$ cat src/common/hvrcs_cfg.svh
`ifndef HVRCS_CFG_SVH
`define HVRCS_CFG_SVH
// system clock rate and serial line rate
`define HVRCS_CLK_HZ 20000000
`define HVRCS_BAUD 9600
`define HVRCS_BIT_CYC (`HVRCS_CLK_HZ / `HVRCS_BAUD)
`define HVRCS_DATA_BITS 8
// command framing characters
`define HVRCS_CHR_CR 8'h0D
`define HVRCS_CHR_LF 8'h0A
// limit margin of 0.02 of nominal, taken as nominal / 50
`define HVRCS_MARGIN_DIV 50
// bus address range and default
`define HVRCS_GPIB_ADDR_RST 5'h11
`define HVRCS_GPIB_ADDR_MIN 5'h01
`define HVRCS_GPIB_ADDR_MAX 5'h1E
// fixed tcp command port, 10001
`define HVRCS_TCP_PORT 16'h2711
// four-character commands decoded in hardware
`define HVRCS_CMD_CLEAR 32'h2A434C53
`define HVRCS_CMD_EMCY 32'h454D4359
`endif

$ cat src/common/hvrcs_pkg.sv
package hvrcs_pkg;
    // interface selection setting
    typedef enum logic [1:0] {
        HVRCS_IF_SERIAL,
        HVRCS_IF_GPIB,
        HVRCS_IF_ETH,
        HVRCS_IF_OTHER
    } hvrcs_iface_t;
    // remote/local control state
    typedef enum logic {
        HVRCS_LOCAL,
        HVRCS_REMOTE
    } hvrcs_ctrl_t;
    // serial frame state
    typedef enum logic [1:0] {
        HVRCS_U_IDLE,
        HVRCS_U_START,
        HVRCS_U_DATA,
        HVRCS_U_STOP
    } hvrcs_uart_st_t;
endpackage

$ cat src/logic/hvrcs_uart.sv
`timescale 1ns/1ps
`include "hvrcs_cfg.svh"
module hvrcs_uart #(
    parameter int BIT_CYC = `HVRCS_BIT_CYC
) (
    // clock and synchronised reset
    input wire logic ref_clk,
    input wire logic rst_n,
    // serial pins
    input wire logic rxd,
    output logic txd,
    // received characters
    output logic rx_valid,
    output logic [7:0] rx_data,
    // characters to send
    input wire logic tx_start,
    input wire logic [7:0] tx_data,
    output logic tx_busy
);
    import hvrcs_pkg::*;
    localparam int CW = $clog2(BIT_CYC + 1);
    localparam logic [CW-1:0] FULL = CW'(BIT_CYC - 1);
    localparam logic [CW-1:0] HALF = CW'(BIT_CYC / 2);
    logic rx_meta_reg, rx_sync_reg;
    hvrcs_uart_st_t rs_reg, rs_next, ts_reg, ts_next;
    logic [CW-1:0] rc_reg, rc_next, tc_reg, tc_next;
    logic [2:0] rb_reg, rb_next, tb_reg, tb_next;
    logic [7:0] rsh_reg, rsh_next, tsh_reg, tsh_next;
    logic rv_reg, rv_next, txd_reg, txd_next;

    // pin passes two flops before the receiver looks at it
    always_ff @(posedge ref_clk or negedge rst_n)
    begin
        if (!rst_n)
        begin
            rx_meta_reg <= 1'b1;
            rx_sync_reg <= 1'b1;
        end
        else
        begin
            rx_meta_reg <= rxd;
            rx_sync_reg <= rx_meta_reg;
        end
    end

    // 8 data bits, no parity, one stop bit at fixed rate
    always_comb
    begin
        rs_next = rs_reg;
        rc_next = rc_reg;
        rb_next = rb_reg;
        rsh_next = rsh_reg;
        rv_next = 1'b0;
        ts_next = ts_reg;
        tc_next = tc_reg;
        tb_next = tb_reg;
        tsh_next = tsh_reg;
        txd_next = txd_reg;
        // receiver samples at mid-bit
        case (rs_reg)
            HVRCS_U_IDLE:
                if (!rx_sync_reg)
                begin
                    rs_next = HVRCS_U_START;
                    rc_next = HALF;
                end
            HVRCS_U_START:
                if (rc_reg != 0)
                    rc_next = rc_reg - 1'b1;
                else if (rx_sync_reg)
                    rs_next = HVRCS_U_IDLE; // glitch, not a start bit
                else
                begin
                    rs_next = HVRCS_U_DATA;
                    rc_next = FULL;
                    rb_next = 3'h0;
                end
            HVRCS_U_DATA:
                if (rc_reg != 0)
                    rc_next = rc_reg - 1'b1;
                else
                begin
                    rsh_next = {rx_sync_reg, rsh_reg[7:1]};
                    rc_next = FULL;
                    rb_next = rb_reg + 1'b1;
                    if (rb_reg == 3'h7)
                        rs_next = HVRCS_U_STOP;
                end
            HVRCS_U_STOP:
                if (rc_reg != 0)
                    rc_next = rc_reg - 1'b1;
                else
                begin
                    rs_next = HVRCS_U_IDLE;
                    rv_next = rx_sync_reg; // framing error drops the character
                end
            default:
                rs_next = HVRCS_U_IDLE;
        endcase
        // transmitter, start then lsb first then stop
        case (ts_reg)
            HVRCS_U_IDLE:
                if (tx_start)
                begin
                    ts_next = HVRCS_U_START;
                    tc_next = FULL;
                    tsh_next = tx_data;
                    txd_next = 1'b0;
                end
            HVRCS_U_START, HVRCS_U_DATA:
                if (tc_reg != 0)
                    tc_next = tc_reg - 1'b1;
                else
                begin
                    tc_next = FULL;
                    txd_next = tsh_reg[0];
                    tsh_next = {1'b1, tsh_reg[7:1]};
                    tb_next = (ts_reg == HVRCS_U_START) ? 3'h0 : tb_reg + 1'b1;
                    if (ts_reg == HVRCS_U_START)
                        ts_next = HVRCS_U_DATA;
                    else if (tb_reg == 3'h7)
                    begin
                        ts_next = HVRCS_U_STOP;
                        txd_next = 1'b1;
                    end
                end
            HVRCS_U_STOP:
                if (tc_reg != 0)
                    tc_next = tc_reg - 1'b1;
                else
                    ts_next = HVRCS_U_IDLE;
            default:
                ts_next = HVRCS_U_IDLE;
        endcase
    end

    always_ff @(posedge ref_clk or negedge rst_n)
    begin
        if (!rst_n)
        begin
            rs_reg <= HVRCS_U_IDLE;
            rc_reg <= '0;
            rb_reg <= 3'h0;
            rsh_reg <= 8'h00;
            rv_reg <= 1'b0;
            ts_reg <= HVRCS_U_IDLE;
            tc_reg <= '0;
            tb_reg <= 3'h0;
            tsh_reg <= 8'h00;
            txd_reg <= 1'b1;
        end
        else
        begin
            rs_reg <= rs_next;
            rc_reg <= rc_next;
            rb_reg <= rb_next;
            rsh_reg <= rsh_next;
            rv_reg <= rv_next;
            ts_reg <= ts_next;
            tc_reg <= tc_next;
            tb_reg <= tb_next;
            tsh_reg <= tsh_next;
            txd_reg <= txd_next;
        end
    end

    assign txd = txd_reg;
    assign rx_valid = rv_reg;
    assign rx_data = rsh_reg;
    assign tx_busy = (ts_reg != HVRCS_U_IDLE);
endmodule

$ cat src/logic/hvrcs_supervisor.sv
`timescale 1ns/1ps
`include "hvrcs_cfg.svh"
// Notes on behaviour
// - clamp setpoints to software limits
// - voltage over limit sets status and event
// - current over limit sets status and event
// - kill mode: limit event drops output instantly
// - shutdown events latch until button or clear
// - emergency, trip, kill-mode limits are shutdowns
// - loop and temperature events stay set until button or clear
// - only the selected interface commands
// - first command enters remote, lights led
// - local button hands control to panel
// - new command in local returns remote
// - on/off in remote drops output, local
// - serial 9600 baud, 8N1
// - echo each received character while serial is selected
// - commands end with CR then LF
// - bus EOI on last byte ends command
// - bus address 1 to 30, default 17
// - numbers passed verbatim, no zero padding
// - tcp server on port 10001
// - one query and answer per connection
module hvrcs_supervisor #(
    parameter int W = 16,
    parameter int BIT_CYC = `HVRCS_BIT_CYC
) (
    // clock and reset
    input wire logic ref_clk,
    input wire logic rst_n,
    // setpoints, limits and nominals
    input wire logic [W-1:0] volt_setpoint_req,
    input wire logic [W-1:0] curr_setpoint_req,
    input wire logic [W-1:0] volt_soft_limit,
    input wire logic [W-1:0] curr_soft_limit,
    input wire logic [W-1:0] nominal_voltage,
    input wire logic [W-1:0] nominal_current,
    // measurements
    input wire logic meas_valid,
    input wire logic [W-1:0] meas_volt,
    input wire logic [W-1:0] meas_curr,
    // modes and panel pins
    input wire logic kill_enable,
    input wire hvrcs_pkg::hvrcs_iface_t interface_select_setting,
    input wire logic local_button,
    input wire logic onoff_button,
    input wire logic kill_escape_button,
    input wire logic safety_loop_open,
    input wire logic overtemp,
    // requests from the command executor
    input wire logic remote_output_on_state,
    input wire logic remote_hv_off,
    input wire logic gpib_addr_wr,
    input wire logic [4:0] gpib_addr_val,
    // serial pins
    input wire logic serial_rxd,
    output logic serial_txd,
    // bus and tcp character streams
    input wire logic gpib_valid,
    input wire logic [7:0] gpib_data,
    input wire logic gpib_eoi,
    input wire logic eth_valid,
    input wire logic [7:0] eth_data,
    // answer characters to the serial host
    input wire logic ans_valid,
    input wire logic [7:0] ans_data,
    output logic ans_ready,
    // command stream to the executor
    output logic cmd_valid,
    output logic [7:0] cmd_data,
    output logic cmd_end,
    // applied setpoints and status
    output logic [W-1:0] volt_setpoint,
    output logic [W-1:0] curr_setpoint,
    output logic volt_limit_status,
    output logic curr_limit_status,
    output logic volt_limit_event,
    output logic curr_limit_event,
    output logic emergency_off_event,
    output logic current_trip_event,
    output logic safety_loop_event,
    output logic overtemp_event,
    output logic output_on_state,
    output logic remote_led,
    output logic [4:0] gpib_address,
    output logic [15:0] tcp_port
);
    import hvrcs_pkg::*;
    logic rst_meta_reg, rst_sync_n;
    logic [4:0] pin_meta_reg, pin_sync_reg, pin_prev_reg;
    logic [4:0] pins, edges;
    logic rx_valid, tx_busy;
    logic [7:0] rx_data;
    logic [W:0] thr_v, thr_c;
    logic byte_v, byte_eoi, term_now, clr_now, emcy_now;
    logic [7:0] byte_d;
    logic over_v, over_c, trip_now, blocked;
    hvrcs_ctrl_t ctrl_reg, ctrl_next;
    logic [W-1:0] volt_setpoint_reg, volt_setpoint_next, iset_reg, iset_next;
    logic vst_reg, vst_next, cst_reg, cst_next;
    logic [5:0] ev_reg, ev_next; // vlim clim emcy trip sfl temp
    logic on_reg, on_next, led_reg, led_next;
    logic cr_reg, cr_next, cv_reg, cv_next, ce_reg, ce_next;
    logic [7:0] cd_reg, cd_next;
    logic [31:0] win_reg, win_next;
    logic [4:0] addr_reg, addr_next;
    logic ep_reg, ep_next, ah_reg, ah_next, ar_reg, ar_next, ts_reg, ts_next;
    logic [7:0] eb_reg, eb_next, ab_reg, ab_next, td_reg, td_next;

    // compares the last four command characters with a code
    function automatic logic cmd_is(input logic [31:0] win, input logic [31:0] code);
        cmd_is = (win == code);
    endfunction

    // reset released through two flops
    always_ff @(posedge ref_clk or negedge rst_n)
    begin
        if (!rst_n)
        begin
            rst_meta_reg <= 1'b0;
            rst_sync_n <= 1'b0;
        end
        else
        begin
            rst_meta_reg <= 1'b1;
            rst_sync_n <= rst_meta_reg;
        end
    end

    // panel pins: two-flop sync, third flop only for edges
    assign pins = {overtemp, safety_loop_open, kill_escape_button, onoff_button, local_button};
    always_ff @(posedge ref_clk or negedge rst_sync_n)
    begin
        if (!rst_sync_n)
        begin
            pin_meta_reg <= 5'h00;
            pin_sync_reg <= 5'h00;
            pin_prev_reg <= 5'h00;
        end
        else
        begin
            pin_meta_reg <= pins;
            pin_sync_reg <= pin_meta_reg;
            pin_prev_reg <= pin_sync_reg;
        end
    end
    assign edges = pin_sync_reg & ~pin_prev_reg;

    hvrcs_uart #(.BIT_CYC(BIT_CYC)) u_uart (
        .ref_clk(ref_clk),
        .rst_n(rst_sync_n),
        .rxd(serial_rxd),
        .txd(serial_txd),
        .rx_valid(rx_valid),
        .rx_data(rx_data),
        .tx_start(ts_reg),
        .tx_data(td_reg),
        .tx_busy(tx_busy)
    );

    // thresholds are limit plus nominal / 50, one bit wider to avoid wrap
    assign thr_v = {1'b0, volt_soft_limit} + {1'b0, nominal_voltage / W'(`HVRCS_MARGIN_DIV)};
    assign thr_c = {1'b0, curr_soft_limit} + {1'b0, nominal_current / W'(`HVRCS_MARGIN_DIV)};
    assign over_v = meas_valid && ({1'b0, meas_volt} >= thr_v);
    assign over_c = meas_valid && ({1'b0, meas_curr} >= thr_c);
    assign trip_now = kill_enable && meas_valid && (meas_curr >= iset_reg);

    // only the selected interface feeds the command stream
    always_comb
    begin
        byte_v = 1'b0;
        byte_d = 8'h00;
        byte_eoi = 1'b0;
        case (interface_select_setting)
            HVRCS_IF_SERIAL:
            begin
                byte_v = rx_valid;
                byte_d = rx_data;
            end
            HVRCS_IF_GPIB:
            begin
                byte_v = gpib_valid;
                byte_d = gpib_data;
                byte_eoi = gpib_eoi;
            end
            HVRCS_IF_ETH:
            begin
                byte_v = eth_valid;
                byte_d = eth_data;
            end
            default:
                byte_v = 1'b0;
        endcase
    end
    // CR LF or bus EOI closes the command
    assign term_now = byte_v && (byte_eoi || (cr_reg && byte_d == `HVRCS_CHR_LF));
    assign clr_now = (term_now && cmd_is(byte_eoi ? {win_reg[23:0], byte_d} : win_reg,
        `HVRCS_CMD_CLEAR)) || edges[2];
    assign emcy_now = term_now && cmd_is(byte_eoi ? {win_reg[23:0], byte_d} : win_reg,
        `HVRCS_CMD_EMCY);
    // latched shutdowns; limit events only shut down in kill mode
    assign blocked = |ev_reg[5:2] || (kill_enable && |ev_reg[1:0]);

    // supervisor next state
    always_comb
    begin
        ctrl_next = ctrl_reg;
        volt_setpoint_next = (volt_setpoint_req > volt_soft_limit) ? volt_soft_limit : volt_setpoint_req;
        iset_next = (curr_setpoint_req > curr_soft_limit) ? curr_soft_limit : curr_setpoint_req;
        vst_next = meas_valid ? over_v : vst_reg;
        cst_next = meas_valid ? over_c : cst_reg;
        // clear first so that a new event in the same cycle wins
        ev_next = clr_now ? 6'h00 : ev_reg;
        ev_next = ev_next | {pin_sync_reg[4], pin_sync_reg[3], trip_now, emcy_now, over_c, over_v};
        on_next = on_reg;
        if (remote_hv_off && ctrl_reg == HVRCS_REMOTE)
            on_next = 1'b0;
        if (remote_output_on_state && ctrl_reg == HVRCS_REMOTE)
            on_next = 1'b1;
        if (edges[1])
        begin
            if (ctrl_reg == HVRCS_REMOTE && on_reg)
            begin
                on_next = 1'b0;
                ctrl_next = HVRCS_LOCAL;
            end
            else if (ctrl_reg == HVRCS_LOCAL)
                on_next = !on_reg;
        end
        if (edges[0])
            ctrl_next = HVRCS_LOCAL;
        if (term_now)
            ctrl_next = HVRCS_REMOTE;
        // latched event forbids the output, no ramp
        if (blocked || (kill_enable && (over_v || over_c)) || emcy_now || trip_now
            || pin_sync_reg[4] || pin_sync_reg[3])
            on_next = 1'b0;
        led_next = (ctrl_reg == HVRCS_REMOTE);
        // command characters pass verbatim, numbers are not reformatted
        cv_next = byte_v;
        cd_next = byte_d;
        ce_next = term_now;
        cr_next = byte_v ? (byte_d == `HVRCS_CHR_CR) : cr_reg;
        win_next = win_reg;
        if (term_now)
            win_next = 32'h00000000;
        else if (byte_v && byte_d != `HVRCS_CHR_CR && byte_d != `HVRCS_CHR_LF)
            win_next = {win_reg[23:0], byte_d};
        addr_next = addr_reg;
        if (gpib_addr_wr && gpib_addr_val >= `HVRCS_GPIB_ADDR_MIN
            && gpib_addr_val <= `HVRCS_GPIB_ADDR_MAX)
            addr_next = gpib_addr_val;
        // serial output: echo beats answers, host paces on echoes
        ep_next = ep_reg;
        eb_next = eb_reg;
        if (rx_valid && interface_select_setting == HVRCS_IF_SERIAL)
        begin
            ep_next = 1'b1;
            eb_next = rx_data;
        end
        ah_next = ah_reg;
        ab_next = ab_reg;
        if (ans_valid && ar_reg)
        begin
            ah_next = 1'b1;
            ab_next = ans_data;
        end
        ts_next = 1'b0;
        td_next = td_reg;
        if (!ts_reg && !tx_busy)
        begin
            if (ep_reg)
            begin
                ts_next = 1'b1;
                td_next = eb_reg;
                ep_next = (rx_valid && interface_select_setting == HVRCS_IF_SERIAL);
            end
            else if (ah_reg)
            begin
                ts_next = 1'b1;
                td_next = ab_reg;
                ah_next = 1'b0;
            end
        end
        ar_next = !ah_next && !(ans_valid && ar_reg)
            && interface_select_setting == HVRCS_IF_SERIAL;
    end

    always_ff @(posedge ref_clk or negedge rst_sync_n)
    begin
        if (!rst_sync_n)
        begin
            ctrl_reg <= HVRCS_LOCAL;
            volt_setpoint_reg <= '0;
            iset_reg <= '0;
            vst_reg <= 1'b0;
            cst_reg <= 1'b0;
            ev_reg <= 6'h00;
            on_reg <= 1'b0;
            led_reg <= 1'b0;
            cv_reg <= 1'b0;
            cd_reg <= 8'h00;
            ce_reg <= 1'b0;
            cr_reg <= 1'b0;
            win_reg <= 32'h00000000;
            addr_reg <= `HVRCS_GPIB_ADDR_RST;
            ep_reg <= 1'b0;
            eb_reg <= 8'h00;
            ah_reg <= 1'b0;
            ab_reg <= 8'h00;
            ar_reg <= 1'b0;
            ts_reg <= 1'b0;
            td_reg <= 8'h00;
        end
        else
        begin
            ctrl_reg <= ctrl_next;
            volt_setpoint_reg <= volt_setpoint_next;
            iset_reg <= iset_next;
            vst_reg <= vst_next;
            cst_reg <= cst_next;
            ev_reg <= ev_next;
            on_reg <= on_next;
            led_reg <= led_next;
            cv_reg <= cv_next;
            cd_reg <= cd_next;
            ce_reg <= ce_next;
            cr_reg <= cr_next;
            win_reg <= win_next;
            addr_reg <= addr_next;
            ep_reg <= ep_next;
            eb_reg <= eb_next;
            ah_reg <= ah_next;
            ab_reg <= ab_next;
            ar_reg <= ar_next;
            ts_reg <= ts_next;
            td_reg <= td_next;
        end
    end

    assign volt_setpoint = volt_setpoint_reg;
    assign curr_setpoint = iset_reg;
    assign volt_limit_status = vst_reg;
    assign curr_limit_status = cst_reg;
    assign {overtemp_event, safety_loop_event, current_trip_event} = ev_reg[5:3];
    assign {emergency_off_event, curr_limit_event, volt_limit_event} = ev_reg[2:0];
    assign output_on_state = on_reg;
    assign remote_led = led_reg;
    assign cmd_valid = cv_reg;
    assign cmd_data = cd_reg;
    assign cmd_end = ce_reg;
    assign gpib_address = addr_reg;
    assign ans_ready = ar_reg;
    // constant, but held in a flop like every other output
    always_ff @(posedge ref_clk or negedge rst_sync_n)
    begin
        if (!rst_sync_n)
            tcp_port <= `HVRCS_TCP_PORT;
        else
            tcp_port <= `HVRCS_TCP_PORT;
    end
endmodule

$ cat config.mk
export PLATFORM = sky130hd
export DESIGN_NAME = hvrcs_supervisor
export DESIGN_NICKNAME = d
export VERILOG_FILES = /design/src/common/hvrcs_pkg.sv /design/src/logic/hvrcs_uart.sv /design/src/logic/hvrcs_supervisor.sv
export VERILOG_INCLUDE_DIRS = /design/src /design/src/common
export SDC_FILE = /design/constraint.sdc
export NUM_CORES = 1
export LEC_CHECK = 0
export BUFFER_PORTS_ARGS = -buffer_cell sky130_fd_sc_hd__buf_2
export CAP_MARGIN = 0
export CORE_AREA = 5 5 125 245
export CTS_CLUSTER_SIZE = 30
export DETAILED_ROUTE_END_ITERATION = 16
export DIE_AREA = 0 0 130 250
export PLACE_DENSITY_LB_ADDON = 0.25
export SLEW_MARGIN = 20
export SYNTH_ARGS = -nofsm -noshare
export SYNTH_HDL_FRONTEND = slang
export SYNTH_SLANG_ARGS = --single-unit
$ cat constraint.sdc
create_clock -name ref_clk -period 11.3 [get_ports ref_clk]
set_input_delay 1.695 -clock ref_clk [delete_from_list [all_inputs] [get_ports ref_clk]]
set_output_delay 1.695 -clock ref_clk [all_outputs]
set_load 0.02 [all_outputs]
==> results of run 1 <==
[layout make-up]
cell class	instances	area, um2	share of cell area, %
clock buffer	18	439.2	2.164
timing repair buffer	535	3527	17.38
tap	360	450.4	2.219
multi-input combinational	1366	10580	52.11
sequential	188	4715	23.23
inverter	108	407.9	2.010
clock inverter	13	176.4	0.8692
antenna	2	5.005	0.02466
[kinds of logic after synthesis]
family	count (synthesis)	share of synthesized area, %
buffers and inverters	194	5.503
AND/OR/NAND/NOR	527	17.91
other	2	0.04901
XOR/XNOR	55	3.144
AO/OA/AOI/OAI	519	23.78
multiplexers	127	8.892
adder cells (fa/ha/maj)	121	9.978
flip-flops	188	30.74
[placed cells by master, fill, tap and decap left out, types with 39 or more instances in the layout]
master,n
a21oi_1,109
a21o_1,39
buf_2,227
mux2_2,62
dfrtp_1,182
inv_1,106
nor3_1,43
xnor2_1,44
buf_4,295
nand2_1,95
ha_1,117
mux2i_1,61
o21ai_0,81
nor2_1,139
[worst min-delay path by stage]
stage	start	end	slack (ns)	cells after the start
2_1_floorplan	pin_meta_reg[0]	pin_sync_reg[0]	0.33	0
3_3_place_gp	pin_meta_reg[2]	pin_sync_reg[2]	0.34	0
3_5_place_dp	pin_meta_reg[3]	pin_sync_reg[3]	0.34	0
4_1_cts	pin_meta_reg[3]	pin_sync_reg[3]	0.35	0
5_1_grt	pin_meta_reg[2]	pin_sync_reg[2]	0.36	0
6_report	rst_meta_reg	rst_sync_n	0.35	0
[per-layer routing]
metal	vias up	track usage, %	routed length (um)
met3	75	3.320	1760
met5	-	0	0
met2	348	42.92	21570
li1	7351	-	-
met1	7066	31.57	17540
met4	0	8.859	1204
[power by group through the flow]
| stage | Combinational [uW] | Sequential [uW] | Clock (uW) |
|---|---|---|---|
| global route | 3420 | 874 | 657 |
| finish | 3100 | 858 | 623 |
| detailed placement | 2780 | 869 | 0 |
| floorplan | 1750 | 879 | 0 |
| CTS | 2870 | 858 | 637 |
| global placement | 2720 | 864 | 0 |
[cells in the mapped netlist (all sizes together) (8+ instances only)]
cell type  number  share of area, %
a211o           9              0.51
a211oi         17              0.87
a21o           40               2.0
a21oi         141               4.7
a31oi          16              0.79
and2           13              0.55
buf            49               1.9
clkbuf         37              0.91
dfrtp         183                30
ha            119               9.7
inv           108               2.7
mux2           63               4.6
mux2i          64               4.3
nand2          95               2.3
nand2b         38               1.6
nand3          28              0.91
nand4          21              0.86
nor2          146               3.6
nor2b          33               1.3
nor3           48               1.6
nor3b           8              0.39
nor4           23               1.1
o211ai         16              0.78
o21a           16              0.80
o21ai          96               3.3
o21bai         21               1.0
o221ai          9              0.56
o22ai          15              0.74
o31a            9              0.57
o31ai          17              0.87
or2            11              0.45
or3            15              0.65
xnor2          49               2.8
[stage by stage]
stage	setup TNS, ns	cells	instance area [um2]	util, %	setup slack, ns
5_1_grt	-0.5511	2590	20300	70.90	-0.3840
4_1_cts	0	2572	19630	68.55	0.004264
3_5_place_dp	-2.548	2534	18740	65.47	-0.8412
6_report	0	2590	20300	70.90	0.1268
3_3_place_gp	-1.831	2534	18740	65.47	-0.7168
2_1_floorplan	0	1748	15420	-	0.009331
[timing repair]
action | in CTS | in global routing
pin swaps | 23 | 67
setup endpoints to repair | 3 | 5
buffers inserted | 7 | 16
gates resized for setup | 41 | 119
==> flow_summary.toml, run 1 <==
[status]
status = "completed"

[critical_path]
r2r_slack_ns = 7.50
rr_startpoint = "curr_setpoint[0]"
crit_family = "compound AO/OA/AOI/OAI gates"
worst-path-stages = 47
worstSetupStartpointType = "primary input"
crit_path_max_fanout = 7
crit_path_top_delay_cell = "or4_4"
crit_type = "in2reg"
cp_common_cell = "a21oi_2"
end_kind = "register"
critPathBufInv = 4
critPathLaunch = "nominal_voltage[13]"
reg2reg_to = "output_on_state"
critPathMaxStageDelay_ns = 0.53
crit_required_ns = 11.64
crit_end = "output_on_state"
r2r_cells = 23
arrival_ns = 11.51

[clocking]
cts_max_path_buffers = 2
cts_max_level = 4
clock-sinks = 188
cts_buffers = 17
insertion_delay_ns = 0.44
cts_tree = "yes"
ctsHoldBuffers = 0
ctsRootBufferMaster = "clkbuf_16"
clkTransAtPathRegs_ns = 0.07

[floorplan]
die_w_um = 130
start_util_pct = 53.53
coreArea_um2 = 28630
fp-row-count = 88
die_h_um = 250
ioPinCount = 251
dieArea_um2 = 32500

[synth]
async_flop_share_pct = 100.0
ys_ff_latch = 188
synth_ff_type = "dfrtp_1"
synth.distinct_cells = 115
syn_inst = 1733
synth-edff-count = 0
synth_warnings = 0
synth.avg_cell_area_um2 = 8.842
netlist_area_um2 = 15320
yosysSeqAreaShare_pct = 30.74

[power]
pwr-share-comb_pct = 67.7
p_sw_share_pct = 41.26
vdd_drop_max_v = 0.0002472
internal_power_uw = 2691
clkPwrFrac_pct = 13.6
power.switching_uw = 1891
power_uw = 4582
leakagePower_uw = 0.009760
power_density_nw_per_um2 = 225.8
seqPwrFrac_pct = 18.7

[global_routing]
antenna_found_initial = 2
grt_max_degree = 79
gr-total-overflow = 0
grt_pass1_wl_mm = 67.39
grt_pass1_vias = 14380
grt_usage_pct = 24.92

[routing]
antenna_left = 0
firstDrtPassIters = 5
via_count = 14840
first_iter_violations = 807
drt-vias-per-instance = 5.730
routed_wl_mm = 42.07
wl_per_cell_um = 16.24
drcViolationCount = 0

[timing]
finalClockSkew_ns = 0.01264
rsz0062_at_grt = "yes"
tightest_slew_ns = 1.085
post-route-period-util_pct = 98.88
finalSetupViolCount = 0
maxSlewViolCount = 0
slew_headroom_pct = 27.64
hold_ws_ns = 0.3508
final_hold_viol_count = 0
period_needed_ns = 11.17
fmax_mhz = 89.50

[layout]
fill_cells = 2277
largest_register_ffs = 32
syn_to_final_growth_pct = 32.45
drive_gt1_share_pct = 35.73
nNetsFinal = 2513

[place]
io_buffers = 232
globalplace.congestion = 0.9231
place_hpwl_mm = 32.07

[min_path]
hold_class = "reg2reg"

[job]
cap_violations = 0
No activity file was read; power rests on OpenSTA's default activity.
==> run 2: changes to the inputs <==
GPL_TIMING_DRIVEN = 0   (was unset)
RECOVER_POWER = 100   (was unset)
SLEW_MARGIN = unset   (was 20)
==> run 2 against run 1 <==
Net effect: the flow now finishes with violations (max-capacitance violations, max-slew violations, negative setup slack); cell count decreased by 6.3%; wire length decreased by 0.85%; design area decreased by 6.9%; power decreased by 12%; combinational power decreased by 17%; first-iteration DRC count increased by 18%; fmax decreased by 2.8%; sequential share of layout area increased by 1.7 points; die area unchanged; clock-buffer cell count unchanged; sequential power decreased by 0.6%; critical path type unchanged; critical endpoint unchanged.
==> flow_summary.toml, run 2 (synthesis gave the netlist of run 1 again) <==
[status]
status = "finished with violations"
violations = "max-capacitance violations, max-slew violations, negative setup slack"

[place]
post_dp_cell_area_um2 = 17060
dpl.cell_count = 2331
dpl_worst_slack_ns = -1.813
globalplace.congestion = 0.9207
place_hpwl_mm = 30.97
io_buffers = 220

[global_routing]
grt_pass1_wl_mm = 67.91
grt_usage_pct = 25.24
antenna_found_initial = 0
gr-total-overflow = 0
grt_pass1_vias = 13970
grt_max_degree = 57

[floorplan]
start_util_pct = 53.53
fp-row-count = 88
dieArea_um2 = 32500
die_h_um = 250
coreArea_um2 = 28630
ioPinCount = 251
die_w_um = 130

[layout]
most-common-layout-cells = "dfrtp_1, buf_2, nor2_1"
largest_register_ffs = 32
diodes = 0
fin_cells = 2428
finalInstanceArea_um2 = 18890
final_common_cell = "dfrtp_1"
fill_cells = 2440
drive_gt1_share_pct = 25.73
syn_to_final_growth_pct = 23.30
nNetsFinal = 2352

[critical_path]
critPathBufInv = 4
worstSetupStartpointType = "primary input"
crit_required_ns = 11.64
arrival_ns = 11.84
crit_type = "in2reg"
cp_common_cell = "a21oi_2"
crit_path_max_fanout = 9
end_kind = "register"
critPathMaxStageDelay_ns = 0.53
crit_path_top_delay_cell = "or4_4"
crit_family = "compound AO/OA/AOI/OAI gates"

[clocking]
cts_buffers = 17
cts_max_path_buffers = 2
cts_tree = "yes"
clock-sinks = 188
clkTransAtPathRegs_ns = 0.08
ctsRootBufferMaster = "clkbuf_16"
insertion_delay_ns = 0.45
cts_max_level = 4

[timing]
finalWorstSetupSlack_ns = -0.1954
maxSlewViolCount = 164
finalSetupViolCount = 1
final_hold_viol_count = 0
post-route-period-util_pct = 101.7
period_needed_ns = 11.50
slew_headroom_pct = -101.5
rsz0062_at_grt = "yes"
fmax_mhz = 86.99
finalClockSkew_ns = 0.01137
tightest_slew_ns = 3.023

[routing]
routed_wl_mm = 41.71
firstDrtPassIters = 5
via_count = 14330
antenna_left = 0
drcViolationCount = 0
drt-vias-per-instance = 5.900
wl_per_cell_um = 17.18
first_iter_violations = 953

[min_path]
hold_class = "reg2reg"

[power]
pwr-share-comb_pct = 63.9
power_density_nw_per_um2 = 213.5
internal_power_uw = 2256
vdd_drop_max_v = 0.0001771
p_sw_share_pct = 44.05
seqPwrFrac_pct = 21.2
clkPwrFrac_pct = 14.9
leakagePower_uw = 0.008654
power.switching_uw = 1777
power_uw = 4033

[job]
cap_violations = 3
[run 2: cell types whose count changed in the layout (fill, tap and decap cells not counted), sizes merged]
cell      previous run  this run
buf                533       268
bufinv               1         0
clkbuf              20       124
clkinvlp             0         2
diode                2         0
[run 2: metrics by stage]
step / setup TNS [ns] / utilization [%] / hold WS [ns]
after floorplan: 0 / - / 0.3312
after global placement: -5.661 / 59.27 / 0.3324
after detailed placement: -6.312 / 59.58 / 0.2795
after CTS: -0.04244 / 65.12 / 0.2884
after global routing: -0.6511 / 66.00 / 0.3557
final: -0.1954 / 66.00 / 0.3525
[run 2: power by group through the flow]
stage | Combinational, uW | Clock [uW] | Sequential (uW)
6_report | 2580 | 602 | 853
4_1_cts | 2470 | 620 | 852
5_1_grt | 2880 | 644 | 868
3_5_place_dp | 2230 | 0 | 864
3_3_place_gp | 2180 | 0 | 872
2_1_floorplan | 1750 | 0 | 879
[run 2: final timing paths]
path                                startpoint                to  slack [ns]  cells after the start
min in group asynchronous           rst_sync_n       cmd_data[2]        0.45                      0
max                        nominal_voltage[12]   output_on_state       -0.20                     48
min reg2reg                    pin_meta_reg[3]   pin_sync_reg[3]        0.35                      0
min                            pin_meta_reg[3]   pin_sync_reg[3]        0.35                      0
max reg2reg                         rst_sync_n  u_uart.tc_reg[0]        5.35                      2
max in group asynchronous           rst_sync_n  u_uart.tc_reg[0]        5.35                      2
[run 2: area by class of cell]
type	instances	area, um2	area share (%)
Buffer	85	500.5	2.649
Clock buffer	18	439.2	2.325
Clock inverter	14	153.9	0.8146
Inverter	108	407.9	2.159
Multi-Input combinational cell	1366	10700	56.61
Sequential cell	188	4711	24.93
Tap cell	360	450.4	2.384
Timing Repair Buffer	289	1535	8.126
[run 2: timing repair]
item | CTS | global route
gates resized for setup | 126 | 86
setup endpoints to repair | 5 | 5
pin swaps | 52 | 48
endpoints found under the hold margin | 0 | 0
gates cloned | 0 | 0
setup buffers | 48 | 18
hold buffers | 0 | 0
[run 2: per-layer routing]
| metal | up-vias | part of all wire, % | global-route usage, % |
|---|---|---|---|
| li1 | 7018 | - | - |
| met1 | 6814 | 42 | 32.27 |
| met2 | 416 | 50 | 42.81 |
| met3 | 77 | 4.7 | 4.048 |
| met4 | 0 | 2.8 | 8.650 |
| met5 | - | 0 | 0 |
